--- src/shared/pit_params.svh ---
/*
 * Offsets, field positions, reset values and widths for the prescaled
 * interval timer. Included by the timer package users; no logic here.
 */
`ifndef PIT_PARAMS_SVH
`define PIT_PARAMS_SVH

// register offsets, byte addresses on the plain register port
`define PIT_OFS_COUNT 8'h00
`define PIT_OFS_SCALE 8'h04
`define PIT_OFS_PERIOD 8'h08
`define PIT_OFS_CTRL 8'h0c
`define PIT_OFS_IRQ_STAT 8'h10
`define PIT_OFS_IRQ_CLR 8'h14
`define PIT_OFS_IRQ_EN 8'h18

// control register fields
`define PIT_CTRL_RUN_BIT 0

// interrupt status, clear and enable fields (same layout)
`define PIT_IRQ_ZERO_BIT 0
`define PIT_IRQ_OVER_BIT 1
`define PIT_IRQ_NUM 2

// reset values
`define PIT_RST_COUNT 16'h0000
`define PIT_RST_SCALE 8'h00
`define PIT_RST_PERIOD 16'h0000
`define PIT_RST_CTRL 1'b0
`define PIT_RST_IRQ 2'h0

// widths
`define PIT_CNT_W 16
`define PIT_SCALE_W 8
`define PIT_ADDR_W 8
`define PIT_DATA_W 32

`endif

--- src/shared/pit_pkg.sv ---
/*
 * Types shared by the prescaled interval timer modules.
 * Assumes pit_params.svh is on the include path.
 */
`include "pit_params.svh"

package pit_pkg;

    typedef logic [`PIT_ADDR_W-1:0] pit_addr_t;
    typedef logic [`PIT_DATA_W-1:0] pit_data_t;
    typedef logic [`PIT_CNT_W-1:0] pit_cnt_t;
    typedef logic [`PIT_SCALE_W-1:0] pit_scale_t;
    typedef logic [`PIT_IRQ_NUM-1:0] pit_irq_t;

    // register selected by the current bus address
    typedef enum {
        PIT_SEL_COUNT,
        PIT_SEL_SCALE,
        PIT_SEL_PERIOD,
        PIT_SEL_CTRL,
        PIT_SEL_IRQ_STAT,
        PIT_SEL_IRQ_CLR,
        PIT_SEL_IRQ_EN,
        PIT_SEL_NONE
    } pit_sel_t;

endpackage

--- src/hdl/pit_prescaler.sv ---
/*
 * Prescaler for the interval timer: emits a one-cycle step pulse once
 * every (scale + 1) clock cycles.
 * Assumes one clock, synchronous active-high reset, and that the owner
 * restarts the interval whenever the down-counter is rewritten.
 */
`timescale 1ns/1ps
`include "pit_params.svh"

module pit_prescaler
    import pit_pkg::*;
#(
    parameter int SCALE_W = `PIT_SCALE_W
) (
    input wire logic i_clk_sys,
    input wire logic i_reset,
    input wire logic i_run,
    input wire logic i_restart,
    input wire logic [SCALE_W-1:0] i_scale,
    output logic o_step
);
    logic [SCALE_W-1:0] phase_r;
    logic [SCALE_W-1:0] phase_nxt;
    logic step_now;

    // step every v+1 cycles
    // >= rather than == so that lowering the scale never strands the phase
    assign step_now = i_run && !i_restart && (phase_r >= i_scale);
    assign o_step = step_now;

    always_comb begin
        phase_nxt = phase_r;
        if (i_restart || !i_run || step_now) begin
            phase_nxt = '0;
        end else begin
            phase_nxt = phase_r + {{(SCALE_W-1){1'b0}}, 1'b1};
        end
    end

    always_ff @(posedge i_clk_sys) begin
        if (i_reset) begin
            phase_r <= '0;
        end else begin
            phase_r <= phase_nxt;
        end
    end

endmodule

--- src/hdl/pit_top.sv ---
/*
 * Prescaled interval timer: a 16-bit down-counter stepped by an 8-bit
 * prescaler, reloaded from a period register on reaching zero, with a
 * sticky interrupt status, clear and enable registers and one level
 * interrupt output.
 * Assumes a single 250 MHz clock, synchronous active-high reset, and a
 * plain register port whose strobes are one cycle long and never both
 * high at once; read data appear one cycle after the read strobe.
 */
//
// Contract
// - The 16-bit down-counter decreases by one only once every n cycles.
// - The 8-bit prescale register holds n-1, so a value v steps every v+1 cycles.
// - A timer interrupt is raised each time the down-counter reaches zero.
// - On reaching zero the counter reloads from the 16-bit period register.
`timescale 1ns/1ps
`include "pit_params.svh"

module pit_top
    import pit_pkg::*;
#(
    parameter int CNT_W = `PIT_CNT_W,
    parameter int SCALE_W = `PIT_SCALE_W
) (
    input wire logic i_clk_sys,
    input wire logic i_reset,
    input wire pit_pkg::pit_addr_t i_addr,
    input wire pit_pkg::pit_data_t i_wdata,
    input wire logic i_wr,
    input wire logic i_rd,
    output pit_pkg::pit_data_t o_rdata,
    output logic o_irq
);
    import pit_pkg::*;

    localparam int DW = `PIT_DATA_W;
    localparam int IRQ_N = `PIT_IRQ_NUM;

    // timer registers
    logic [CNT_W-1:0] count_r;
    logic [CNT_W-1:0] count_nxt;
    logic [SCALE_W-1:0] scale_r;
    logic [SCALE_W-1:0] scale_nxt;
    logic [CNT_W-1:0] period_r;
    logic [CNT_W-1:0] period_nxt;
    logic run_r;
    logic run_nxt;

    // interrupt registers
    pit_irq_t irq_stat_r;
    pit_irq_t irq_stat_nxt;
    pit_irq_t irq_en_r;
    pit_irq_t irq_en_nxt;
    pit_irq_t irq_event;
    pit_irq_t irq_clear;
    pit_irq_t irq_pend;
    logic irq_r;
    logic irq_nxt;

    // read path
    pit_data_t rdata_r;
    pit_data_t rdata_nxt;
    pit_data_t rd_mux;
    // zero-extended readback words, one per readable register
    pit_data_t rd_count;
    pit_data_t rd_scale;
    pit_data_t rd_period;
    pit_data_t rd_ctrl;
    pit_data_t rd_stat;
    pit_data_t rd_en;

    // address decode
    pit_sel_t sel;
    logic hit_count;
    logic hit_scale;
    logic hit_period;
    logic hit_ctrl;
    logic hit_stat;
    logic hit_clr;
    logic hit_en;

    logic wr_count;
    logic wr_scale;
    logic wr_period;
    logic wr_ctrl;
    logic wr_clr;
    logic wr_en;

    // counting path
    logic step;
    logic at_end;
    logic reach_zero;
    logic [CNT_W-1:0] count_dec;

    // exact byte offsets; nothing aliases across the address space
    assign hit_count = (i_addr == `PIT_OFS_COUNT);
    assign hit_scale = (i_addr == `PIT_OFS_SCALE);
    assign hit_period = (i_addr == `PIT_OFS_PERIOD);
    assign hit_ctrl = (i_addr == `PIT_OFS_CTRL);
    assign hit_stat = (i_addr == `PIT_OFS_IRQ_STAT);
    assign hit_clr = (i_addr == `PIT_OFS_IRQ_CLR);
    assign hit_en = (i_addr == `PIT_OFS_IRQ_EN);

    always_comb begin
        if (hit_count) begin
            sel = PIT_SEL_COUNT;
        end else if (hit_scale) begin
            sel = PIT_SEL_SCALE;
        end else if (hit_period) begin
            sel = PIT_SEL_PERIOD;
        end else if (hit_ctrl) begin
            sel = PIT_SEL_CTRL;
        end else if (hit_stat) begin
            sel = PIT_SEL_IRQ_STAT;
        end else if (hit_clr) begin
            sel = PIT_SEL_IRQ_CLR;
        end else if (hit_en) begin
            sel = PIT_SEL_IRQ_EN;
        end else begin
            sel = PIT_SEL_NONE;
        end
    end

    // writes to the status register and to unmapped offsets are dropped
    // software write access
    assign wr_count = i_wr && (sel == PIT_SEL_COUNT);
    assign wr_scale = i_wr && (sel == PIT_SEL_SCALE);
    assign wr_period = i_wr && (sel == PIT_SEL_PERIOD);
    assign wr_ctrl = i_wr && (sel == PIT_SEL_CTRL);
    assign wr_clr = i_wr && (sel == PIT_SEL_IRQ_CLR);
    assign wr_en = i_wr && (sel == PIT_SEL_IRQ_EN);

    // a stopped prescaler parks at phase 0, so starting the timer acts as a restart
    // counter write restarts prescale
    pit_prescaler #(
        .SCALE_W(SCALE_W)
    ) u_prescaler (
        .i_clk_sys(i_clk_sys),
        .i_reset(i_reset),
        .i_run(run_r),
        .i_restart(wr_count),
        .i_scale(scale_r),
        .o_step(step)
    );

    // a counter already at zero (written by software) also reloads on
    // its next step rather than wrapping to all ones
    assign at_end = (count_r <= {{(CNT_W-1){1'b0}}, 1'b1});
    assign count_dec = count_r - {{(CNT_W-1){1'b0}}, 1'b1};
    assign reach_zero = step && at_end;

    always_comb begin
        count_nxt = count_r;
        if (wr_count) begin
            count_nxt = i_wdata[CNT_W-1:0];
        end else if (reach_zero) begin
            count_nxt = period_r;
        end else if (step) begin
            count_nxt = count_dec;
        end
    end

    assign scale_nxt = wr_scale ? i_wdata[SCALE_W-1:0] : scale_r;
    assign period_nxt = wr_period ? i_wdata[CNT_W-1:0] : period_r;
    assign run_nxt = wr_ctrl ? i_wdata[`PIT_CTRL_RUN_BIT] : run_r;
    assign irq_en_nxt = wr_en ? i_wdata[IRQ_N-1:0] : irq_en_r;

    // event 1 flags a zero crossing while the previous one is still pending
    assign irq_event[`PIT_IRQ_ZERO_BIT] = reach_zero;
    assign irq_event[`PIT_IRQ_OVER_BIT] = reach_zero && irq_stat_r[`PIT_IRQ_ZERO_BIT];
    // write one to clear; zero bits leave their flag alone
    assign irq_clear = wr_clr ? i_wdata[IRQ_N-1:0] : '0;

    genvar gi;
    generate
        for (gi = 0; gi < IRQ_N; gi++) begin : g_stat
            assign irq_stat_nxt[gi] = irq_event[gi] | (irq_stat_r[gi] & ~irq_clear[gi]);
            assign irq_pend[gi] = irq_stat_nxt[gi] & irq_en_nxt[gi];
        end
    endgenerate

    // next-state status used so the line rises in the same cycle as the flag
    assign irq_nxt = |irq_pend;

    assign rd_count = {{(DW-CNT_W){1'b0}}, count_r};
    assign rd_scale = {{(DW-SCALE_W){1'b0}}, scale_r};
    assign rd_period = {{(DW-CNT_W){1'b0}}, period_r};
    assign rd_ctrl = {{(DW-1){1'b0}}, run_r} << `PIT_CTRL_RUN_BIT;
    assign rd_stat = {{(DW-IRQ_N){1'b0}}, irq_stat_r};
    assign rd_en = {{(DW-IRQ_N){1'b0}}, irq_en_r};

    always_comb begin
        rd_mux = '0;
        case (sel)
            PIT_SEL_COUNT: begin
                rd_mux = rd_count;
            end
            PIT_SEL_SCALE: begin
                rd_mux = rd_scale;
            end
            PIT_SEL_PERIOD: begin
                rd_mux = rd_period;
            end
            PIT_SEL_CTRL: begin
                rd_mux = rd_ctrl;
            end
            PIT_SEL_IRQ_STAT: begin
                rd_mux = rd_stat;
            end
            PIT_SEL_IRQ_EN: begin
                rd_mux = rd_en;
            end
            default: begin
                rd_mux = '0;
            end
        endcase
    end

    // read data stand for exactly one cycle, zero otherwise
    // software read access
    assign rdata_nxt = i_rd ? rd_mux : '0;

    always_ff @(posedge i_clk_sys) begin
        if (i_reset) begin
            count_r <= `PIT_RST_COUNT;
        end else begin
            count_r <= count_nxt;
        end
    end

    always_ff @(posedge i_clk_sys) begin
        if (i_reset) begin
            scale_r <= `PIT_RST_SCALE;
        end else begin
            scale_r <= scale_nxt;
        end
    end

    always_ff @(posedge i_clk_sys) begin
        if (i_reset) begin
            period_r <= `PIT_RST_PERIOD;
        end else begin
            period_r <= period_nxt;
        end
    end

    // clearing run freezes the counter and parks the prescale phase
    always_ff @(posedge i_clk_sys) begin
        if (i_reset) begin
            run_r <= `PIT_RST_CTRL;
        end else begin
            run_r <= run_nxt;
        end
    end

    always_ff @(posedge i_clk_sys) begin
        if (i_reset) begin
            irq_stat_r <= `PIT_RST_IRQ;
        end else begin
            irq_stat_r <= irq_stat_nxt;
        end
    end

    // enable shares the status layout
    always_ff @(posedge i_clk_sys) begin
        if (i_reset) begin
            irq_en_r <= `PIT_RST_IRQ;
        end else begin
            irq_en_r <= irq_en_nxt;
        end
    end

    // registered so the pin never glitches on decode
    always_ff @(posedge i_clk_sys) begin
        if (i_reset) begin
            irq_r <= 1'b0;
        end else begin
            irq_r <= irq_nxt;
        end
    end

    // zero outside the answer cycle so stale data never linger on the bus
    always_ff @(posedge i_clk_sys) begin
        if (i_reset) begin
            rdata_r <= '0;
        end else begin
            rdata_r <= rdata_nxt;
        end
    end

    assign o_rdata = rdata_r;
    assign o_irq = irq_r;

endmodule

--- config.mk ---
export PLATFORM = sky130hd
export DESIGN_NAME = pit_top
export DESIGN_NICKNAME = d
export VERILOG_FILES = /design/src/shared/pit_pkg.sv /design/src/hdl/pit_prescaler.sv /design/src/hdl/pit_top.sv
export VERILOG_INCLUDE_DIRS = /design/src /design/src/shared
export SDC_FILE = /design/constraint.sdc
export NUM_CORES = 1
export LEC_CHECK = 0
export BUFFER_PORTS_ARGS = -buffer_cell sky130_fd_sc_hd__buf_2
export CELL_PAD_IN_SITES_DETAIL_PLACEMENT = 1
export CELL_PAD_IN_SITES_GLOBAL_PLACEMENT = 2
export CORE_MARGIN = 5
export CORE_UTILIZATION = 32
export CTS_CLUSTER_DIAMETER = 80
export DETAILED_ROUTE_END_ITERATION = 8
export PLACE_DENSITY_LB_ADDON = 0.1
export SLEW_MARGIN = 40
export SYNTH_ARGS = -nofsm -noshare
export SYNTH_HDL_FRONTEND = slang
export SYNTH_SLANG_ARGS = --single-unit
--- constraint.sdc ---
create_clock -name i_clk_sys -period 2.6 [get_ports i_clk_sys]
set_input_delay 0.39 -clock i_clk_sys [delete_from_list [all_inputs] [get_ports i_clk_sys]]
set_output_delay 0.39 -clock i_clk_sys [all_outputs]
set_load 0.05 [all_outputs]
# ---- After elaboration in Yosys (flattened, before gate mapping)
# Cells that the tools add are included.
dict set report totals {
  elab_cells 72
  regBits 86
}
dict set report classes {
  n_mux 13
  bitwise 9
  addsub 2
  n_eq_ne 16
  n_lt_le_gt_ge 2
  reduce_logical 21
}
# cell count
set ops {}
lappend ops {{$eq A32 B3 Y1 const B} 4}
lappend ops {{$eq A32 B2 Y1 const B} 3}
lappend ops {{$pmux W16 S6} 1}
lappend ops {{$eq A32 B4 Y1 const B} 2}
lappend ops {{$logic_not A32 Y1} 2}
lappend ops {{$mux W16} 3}
lappend ops {{$eq A32 B1 Y1 const B} 1}
lappend ops {{$mux W32} 1}
lappend ops {{$eq A8 B5 Y1 const B} 3}
lappend ops {{$eq A8 B4 Y1 const B} 2}
lappend ops {{$le A16 B1 Y1 const B} 1}
lappend ops {{$sub A16 B1 Y16 const B} 1}
lappend ops {{$logic_and A1 B1 Y1} 10}
lappend ops {{$mux W3} 3}
lappend ops {{$add A8 B1 Y8 const B} 1}
lappend ops {{$eq A8 B3 Y1 const B} 1}
lappend ops {{$ge A8 B8 Y1} 1}
lappend ops {{$logic_not A8 Y1} 1}
lappend ops {{$mux W2} 4}
lappend ops {{$reduce_or A2 Y1} 3}
lappend ops {{$and A1 B1 Y1} 4}
lappend ops {{$not A1 Y1} 3}
lappend ops {{$reduce_bool A3 Y1} 1}
lappend ops {{$logic_not A1 Y1} 2}
lappend ops {{other kinds (3)} 5}

# ---- Depth between registers and ports, before layout
# Gate-level depths: netlist of the first run.
dict set report depth {
  depth_word 18
  depth_mapped 10
  mapped_depth_nobuf 8
}

# ---- Hierarchy
# Synthesis of the first run repeated with hierarchy kept, for this count alone.
dict set report unflattened {
  hier_cells 443
  hier_area_um2 3827.4
}
# mod area_per_inst_um2 n_inst cells_per_inst
set by_module_without_submodules {}
lappend by_module_without_submodules {pit_top 3293.2 1 382}
lappend by_module_without_submodules {pit_prescaler 534.3 1 61}

# ---- Least setup slack after synthesis of the first run
# OpenSTA, ideal clock, no wires.
dict set report synth_path {
  path_type {register -> register}
  startpoint {register u_prescaler.phase_r[0]}
  endpoint {register count_r[0]}
  path_buffers 1
  setup_slack_ps 269
  t_arrival_ps 2246
  path_stages_with_launch 9
  setup_ps 86
  required_time_ps 2514
  path_cell_list {dfxtp_1 > inv_1 > ha_1 > nand2b_1 > a2111o_1 > a32oi_1 > clkbuf_1 > a211oi_1 > a211oi_1}
}
dict set report synth_between {
  elab_chain_cells 5
}
# item line_no
set synth_lines {}
lappend synth_lines {{from (decl)} pit_prescaler.sv:22} ;# logic [SCALE_W-1:0] phase_r;
lappend synth_lines {{from (signal assigned)} pit_prescaler.sv:44} ;# phase_r <= phase_nxt;
lappend synth_lines {{$ge A8 B8 Y1 *} pit_prescaler.sv:28} ;# assign step_now = i_run && !i_restart && (phase_r >= i_scale);
lappend synth_lines {{$logic_and A1 B1 Y1 *} pit_prescaler.sv:28}
lappend synth_lines {{$logic_and A1 B1 Y1} pit_top.sv:150} ;# assign reach_zero = step && at_end;
lappend synth_lines {{$mux W16} pit_top.sv:156} ;# end else if (reach_zero) begin
lappend synth_lines {{$mux W16} pit_top.sv:154} ;# if (wr_count) begin
lappend synth_lines {{to (signal assigned)} pit_top.sv:225} ;# count_r <= `PIT_RST_COUNT;
lappend synth_lines {{to (signal assigned)} pit_top.sv:227} ;# count_r <= count_nxt;
lappend synth_lines {{to (decl)} pit_top.sv:40} ;# logic [CNT_W-1:0] count_r;
# Mark *: on every way between the ends. The rest lies on a longest branch, timed or not.
# A chain may end at the register's enable or synchronous reset.

# ---- Worst setup path in the final report of the first run
dict set report layout_path {
  startpoint {register count_r[9]}
  endpoint {register count_r[10]}
}
dict set report layout_between {
  elab_chain_cells 4
}
# item line_no
set layout_lines {}
lappend layout_lines {{$sub A16 B1 Y16 or $le A16 B1 Y1 (tied branches)} {pit_top.sv:149, pit_top.sv:148}}
lappend layout_lines {{$mux W16 or $logic_and A1 B1 Y1 (tied branches)} {pit_top.sv:158, pit_top.sv:150}}
lappend layout_lines {{$mux W16} pit_top.sv:156}
lappend layout_lines {{$mux W16} pit_top.sv:154}
# Parallel ways exist; a longest one is shown, timed or not. The select of a mux whose other input is x is not followed.

==> results of run 1 <==
-- synth_stat cells (5+ instances only) --
master	n
clkbuf_1	19
nor3_1	8
a21o_1	6
nand3_1	20
a22oi_1	8
nor2_1	57
ha_1	11
buf_4	18
o21ai_0	16
a21oi_1	28
a222oi_1	6
and3_1	6
o2bb2ai_1	5
mux2i_1	18
dfxtp_1	70
nand2_1	41
inv_1	15
-- logic make-up (layout without fill, tap and decap cells) --
kind of cell / after synthesis / in the layout / synth area share (%)
buffers and inverters: 55 / 98 / 7.72
other: 1 / 16 / 0.102
multiplexers: 21 / 21 / 6.43
adder cells (fa/ha/maj): 11 / 11 / 3.74
XOR/XNOR: 6 / 6 / 1.43
AND/OR/NAND/NOR: 164 / 164 / 22.2
flip-flops: 70 / 70 / 38.1
AO/OA/AOI/OAI: 106 / 106 / 20.2
-- per-stage QoR --
| stage | hold WS [ns] | cells | area (sq um) |
|---|---|---|---|
| after floorplan | 0.426 | 449 | 3730 |
| after global placement | 0.444 | 622 | 4110 |
| after detailed placement | 0.452 | 622 | 4110 |
| after CTS | 0.260 | 635 | 4380 |
| after global routing | 0.281 | 635 | 4380 |
| final | 0.268 | 635 | 4380 |
-- worst max-delay path, cell delays in order, from the launching register on --
cell	delay, ns
dfxtp_1	0.36
or4_4	0.58
nor4b_4	0.42
and2_1	0.23
buf_12	0.15
nor3_1	0.06
a2111oi_2	0.33
o21a_1	0.16
-- sequential cells by signal, summed over array words and instances (netlist names) --
register             count
scale_r                  8
count_r                 16
o_rdata                 16
irq_stat_r               2
run_r                    1
period_r                16
o_irq                    1
u_prescaler.phase_r      8
irq_en_r                 2
-- worst max-delay path by stage --
stage,end,depth (start not counted)
2_1_floorplan,count_r[0],8
3_3_place_gp,count_r[15],9
3_5_place_dp,count_r[15],9
4_1_cts,count_r[15],9
5_1_grt,count_r[10],7
6_report,count_r[10],7
-- final cells by class --
class / instances / area, sq um
inverters: 15 / 56.3
flip-flops and latches: 70 / 1400
fillers: 1368 / 6940
repair buffers: 70 / 428
multi-input cells: 324 / 2050
well taps: 143 / 179
clock buffers: 11 / 253
clock inverters: 2 / 10.0
-- power breakdown --
group	internal, mW	switching (mW)
Combinational	0.0400	0.117
Clock	0.677	0.462
Sequential	1.07	0.00139
-- metal layers --
metal	GRT usage, %	wire [microns]
met1	23.7	5350
met2	28.1	5390
met3	3.50	395
met4	7.95	170
met5	0	0
-- what timing repair did --
action / 4_1_cts / 5_1_grt
gates resized for setup: 0 / 1
endpoints found under the setup margin: 0 / 1
endpoints found under the hold margin: 0 / 0
==> out/results.ini, run 1 <==
[synthesis]
synth_top_area_share_pct = 38.1
synth_largest_area_cell = dfxtp_1
ys_seq_area_share_pct = 38.1
synth_cells = 434
synthDistinctLibCells = 62
syn_area_sq_um = 3680
synth.area.top_cells = dfxtp_1, nor2_1, mux2i_1, nand2_1, a21oi_1
synthFlopType = dfxtp_1
async_flop_share_pct = 0
syn_area_per_cell_sq_um = 8.48
ys_ff_latch = 70
ys_warn_count = 0
synth_edf_count = 0

[floorplanning]
rows = 39
core-area_sq_um = 11300
chipWidth_microns = 117
die_h_microns = 117
initial_core_util_pct = 32.5
ioPinCount = 77
fp.dieArea_sq_um = 13700

[global_route]
grt_use_total_pct = 17.8
first_global_vias = 3413
overflow = 0
grt_pass1_wl_microns = 18300
antenna_found_initial = 0
grt_max_degree = 19

[sta]
slew_violations = 0
fin_skew_ns = 0.00704
max_freq_mhz = 427
tns_ns = 0
rsz0062_at_grt = false
min_period_over_period_pct = 90.1
worst_slack_ns = 0.256
min_period_ns = 2.34
report.final.hold_viol_count = 0
setup_viol = 0

[routing]
wl_per_cell_microns = 17.8
num_vias = 3323
drc = 0
first_iter_violations = 125
ant_nets = 0
vias_per_cell = 5.23
drt-total-wl_microns = 11300
first_pass_iters = 4

[clock_network]
cts-buffers-inserted = 9
cts_tree = built
clk_latency_ns = 0.35
cts_buffer_depth = 2
htree_levels = 3
cts_setup_buffers = 0
clock-root-buffer = clkbuf_16
clk_pin_slew_ns = 0.05
clock-sinks = 70
holdBufCountCts = 0

[run_status]
status = completed

[finish]
drive_gt1_share_pct = 20.3
areaGrowthSynthToFinish_pct = 19.0
most-common-layout-cells = dfxtp_1, nor2_1, buf_2
fin_nets = 545
final_common_cell = dfxtp_1
fin_util_pct = 38.7
antenna_cells = 0

[setup_path]
cp_max_fo = 14
reg2reg_to = count_r[10]
cp-start-kind = register
crit_arrival_ns = 2.64
reg2reg_setup_slack_ns = 0.26
r2r_start = count_r[9]
required_ns = 2.89
worstRegToRegCells = 7
crit_start = count_r[9]
end_kind = register
crit_type = reg -> reg

[placement]
globalplace.congestion = 0.783
place_ws_ns = 0.113
hpwl_microns = 8160
portBuffers = 44

[pwr]
power_density_nw_per_um2 = 542
vdd_ir_drop_max_v = 0.000307
finalPower_mw = 2.37
power_leakage_nw = 1.78

[min_path]
whs_endpoint = count_r[13]
min_from = i_wdata[13]
min_path_type = in -> reg
min_path_cells = 2

[run]
maxCapViolCount = 0

Power figures use the tool's default switching activity.
==> inputs of run 2 (changes only) <==
--- a/config.mk
+++ b/config.mk
@@ -6,13 +6,13 @@
 export SDC_FILE = /design/constraint.sdc
 export NUM_CORES = 1
 export LEC_CHECK = 0
-export BUFFER_PORTS_ARGS = -buffer_cell sky130_fd_sc_hd__buf_2
 export CELL_PAD_IN_SITES_DETAIL_PLACEMENT = 1
 export CELL_PAD_IN_SITES_GLOBAL_PLACEMENT = 2
 export CORE_MARGIN = 5
-export CORE_UTILIZATION = 32
+export CORE_UTILIZATION = 37
 export CTS_CLUSTER_DIAMETER = 80
 export DETAILED_ROUTE_END_ITERATION = 8
+export DONT_BUFFER_PORTS = 1
 export PLACE_DENSITY_LB_ADDON = 0.1
 export SLEW_MARGIN = 40
 export SYNTH_ARGS = -nofsm -noshare
==> run 2 against run 1 <==
Against the previous run: first-iteration DRC count rose by 27%; sequential power is essentially flat; cell area down 8.7%; global-route usage grew 1.4 points; combinational power fell by 36%; clock skew rose by 0.0010 ns; hold slack worse by 0.17 ns; power decreased by 18%; sequential share of layout area up 3.1 points; clock power decreased by 32%; critical path type unchanged; highest routed layer unchanged.
==> out/results.ini, run 2 (synthesized netlist as in run 1, its figures left out) <==
[run_status]
status = completed

[clock_network]
cts.repair.resized = 0  ; unchanged
cts-buffers-inserted = 9  ; unchanged
htree_levels = 3  ; unchanged
cts_tree = built
cts_setup_buffers = 0  ; unchanged
clock-root-buffer = clkbuf_8
clock-sinks = 70  ; unchanged
holdBufCountCts = 0  ; unchanged
clk_pin_slew_ns = 0.07  ; +0.02 ns
clk_latency_ns = 0.35  ; about the same
cts_buffer_depth = 2  ; unchanged

[global_route]
antenna_found_initial = 0  ; unchanged
grt_use_total_pct = 19.2  ; +1.4 points
grt_max_degree = 40  ; +21
grt_busiest_layer = met2
first_global_vias = 3325  ; -2.6%
overflow = 0  ; unchanged
grt_pass1_wl_microns = 17600  ; -4.0%
met1_usage_pct = 25.9  ; +2.3 points
use_met2_pct = 30.3  ; +2.2 points
grt_util_met3_pct = 4.82  ; +1.3 points

[routing]
first_pass_iters = 5  ; +1
num_vias = 3131  ; -5.8%
wl_per_cell_microns = 18.6  ; +4.6%
vias_per_cell = 5.43  ; +3.7%
drt-total-wl_microns = 10800  ; -4.9%
ant_nets = 0  ; unchanged
drc = 0  ; unchanged
first_iter_violations = 159  ; +27%

[sta]
report.final.hold_viol_count = 0  ; unchanged
max_freq_mhz = 436  ; +2.1%
max_slew_margin_pct = 62.1
tns_ns = 0  ; unchanged
hold_slack_ns = 0.102  ; -0.166 ns
fin_skew_ns = 0.00804  ; +0.000999 ns
min_period_ns = 2.30  ; -0.0482 ns
min_period_over_period_pct = 88.3  ; -1.9 points
setup_viol = 0  ; unchanged
worst_pin_slew_ns = 0.567
slew_violations = 0  ; unchanged
rsz0062_at_grt = false

[setup_path]
end_kind = register
required_ns = 2.86  ; -0.03 ns
crit_arrival_ns = 2.55  ; -0.09 ns
cp-start-kind = register
cp_max_fo = 9  ; -5
crit_type = reg -> reg

[floorplanning]
chipWidth_microns = 110  ; -6.4%
initial_core_util_pct = 37.8  ; +5.3 points
die_h_microns = 110  ; -6.4%
core-area_sq_um = 9730  ; -14%
ioPinCount = 77  ; unchanged
fp.dieArea_sq_um = 12000  ; -12%
rows = 36  ; -7.7%

[finish]
n_fill_cell = 1188  ; -13%
antenna_cells = 0  ; unchanged
areaGrowthSynthToFinish_pct = 8.64
final_common_cell = dfxtp_1
most-common-layout-cells = dfxtp_1, nor2_1, nand2_1
fin_nets = 496  ; -9.0%
multi_input_area_sq_um = 2060  ; +0.43%
drive_gt1_share_pct = 11.3  ; -9.1 points
register_area_sq_um = 1400  ; unchanged

[pwr]
power_density_nw_per_um2 = 487  ; -10%
power_leakage_nw = 1.50  ; -16%
vdd_ir_drop_max_v = 0.000173  ; -44%

[placement]
globalplace.congestion = 0.785  ; +0.24%
portBuffers = 0  ; -100%
hpwl_microns = 7780  ; -4.7%

[run]
maxCapViolCount = 0  ; unchanged

[min_path]
min_path_type = in -> reg

-- run 2: per-layer routing --
metal | vias to the layer above | part of all wire [%]
li1 | 1542 | -
met1 | 1524 | 48
met2 | 57 | 46
met3 | 8 | 4.9
met4 | 0 | 0.94
met5 | - | 0
-- run 2: final timing paths --
kind                 endpoint  slack [ns]  depth (start not counted)  startpoint
setup reg to reg  count_r[11]        0.30                          6  count_r[0]
hold / removal    period_r[0]        0.10                          1     i_reset
setup / recovery  count_r[11]        0.30                          6  count_r[0]
hold reg to reg    scale_r[2]        0.47                          2  scale_r[2]
-- run 2: worst max-delay path, stage by stage (launching register included) --
cell      delay [ns]
dfxtp_1         0.40
or4_1           0.65
nor3_2          0.20
nor4b_1         0.42
nand3b_1        0.13
a21o_1          0.17
a311oi_1        0.23
-- run 2: through the flow --
step,std cells,total power [mW],util [%],worst slack (ns),instance area [sq um]
final,577,1.95,41.1,0.304,4000
after global routing,577,2.03,41.1,0.122,4000
after CTS,577,1.97,41.1,0.126,4000
after detailed placement,563,1.20,39.5,0.0964,3840
after global placement,563,1.20,39.5,0.146,3840
after floorplan,449,1.22,-,0.269,3730
-- run 2: final cells by class --
cell class / instances / share of cell area [%]
multi-input cells: 324 / 51.5
flip-flops and latches: 70 / 35.1
well taps: 133 / 4.16
repair buffers: 21 / 3.94
clock buffers: 12 / 3.63
inverters: 15 / 1.41
clock inverters: 2 / 0.250
-- run 2: power breakdown --
| group | leakage (nW) | switching (mW) | total [mW] | internal (mW) |
|---|---|---|---|---|
| sequential | 0.564 | 0.00138 | 1.07 | 1.07 |
| clock | 0.0821 | 0.414 | 0.774 | 0.360 |
| combinational | 0.851 | 0.0787 | 0.100 | 0.0217 |
| total | 1.50 | 0.494 | 1.95 | 1.45 |
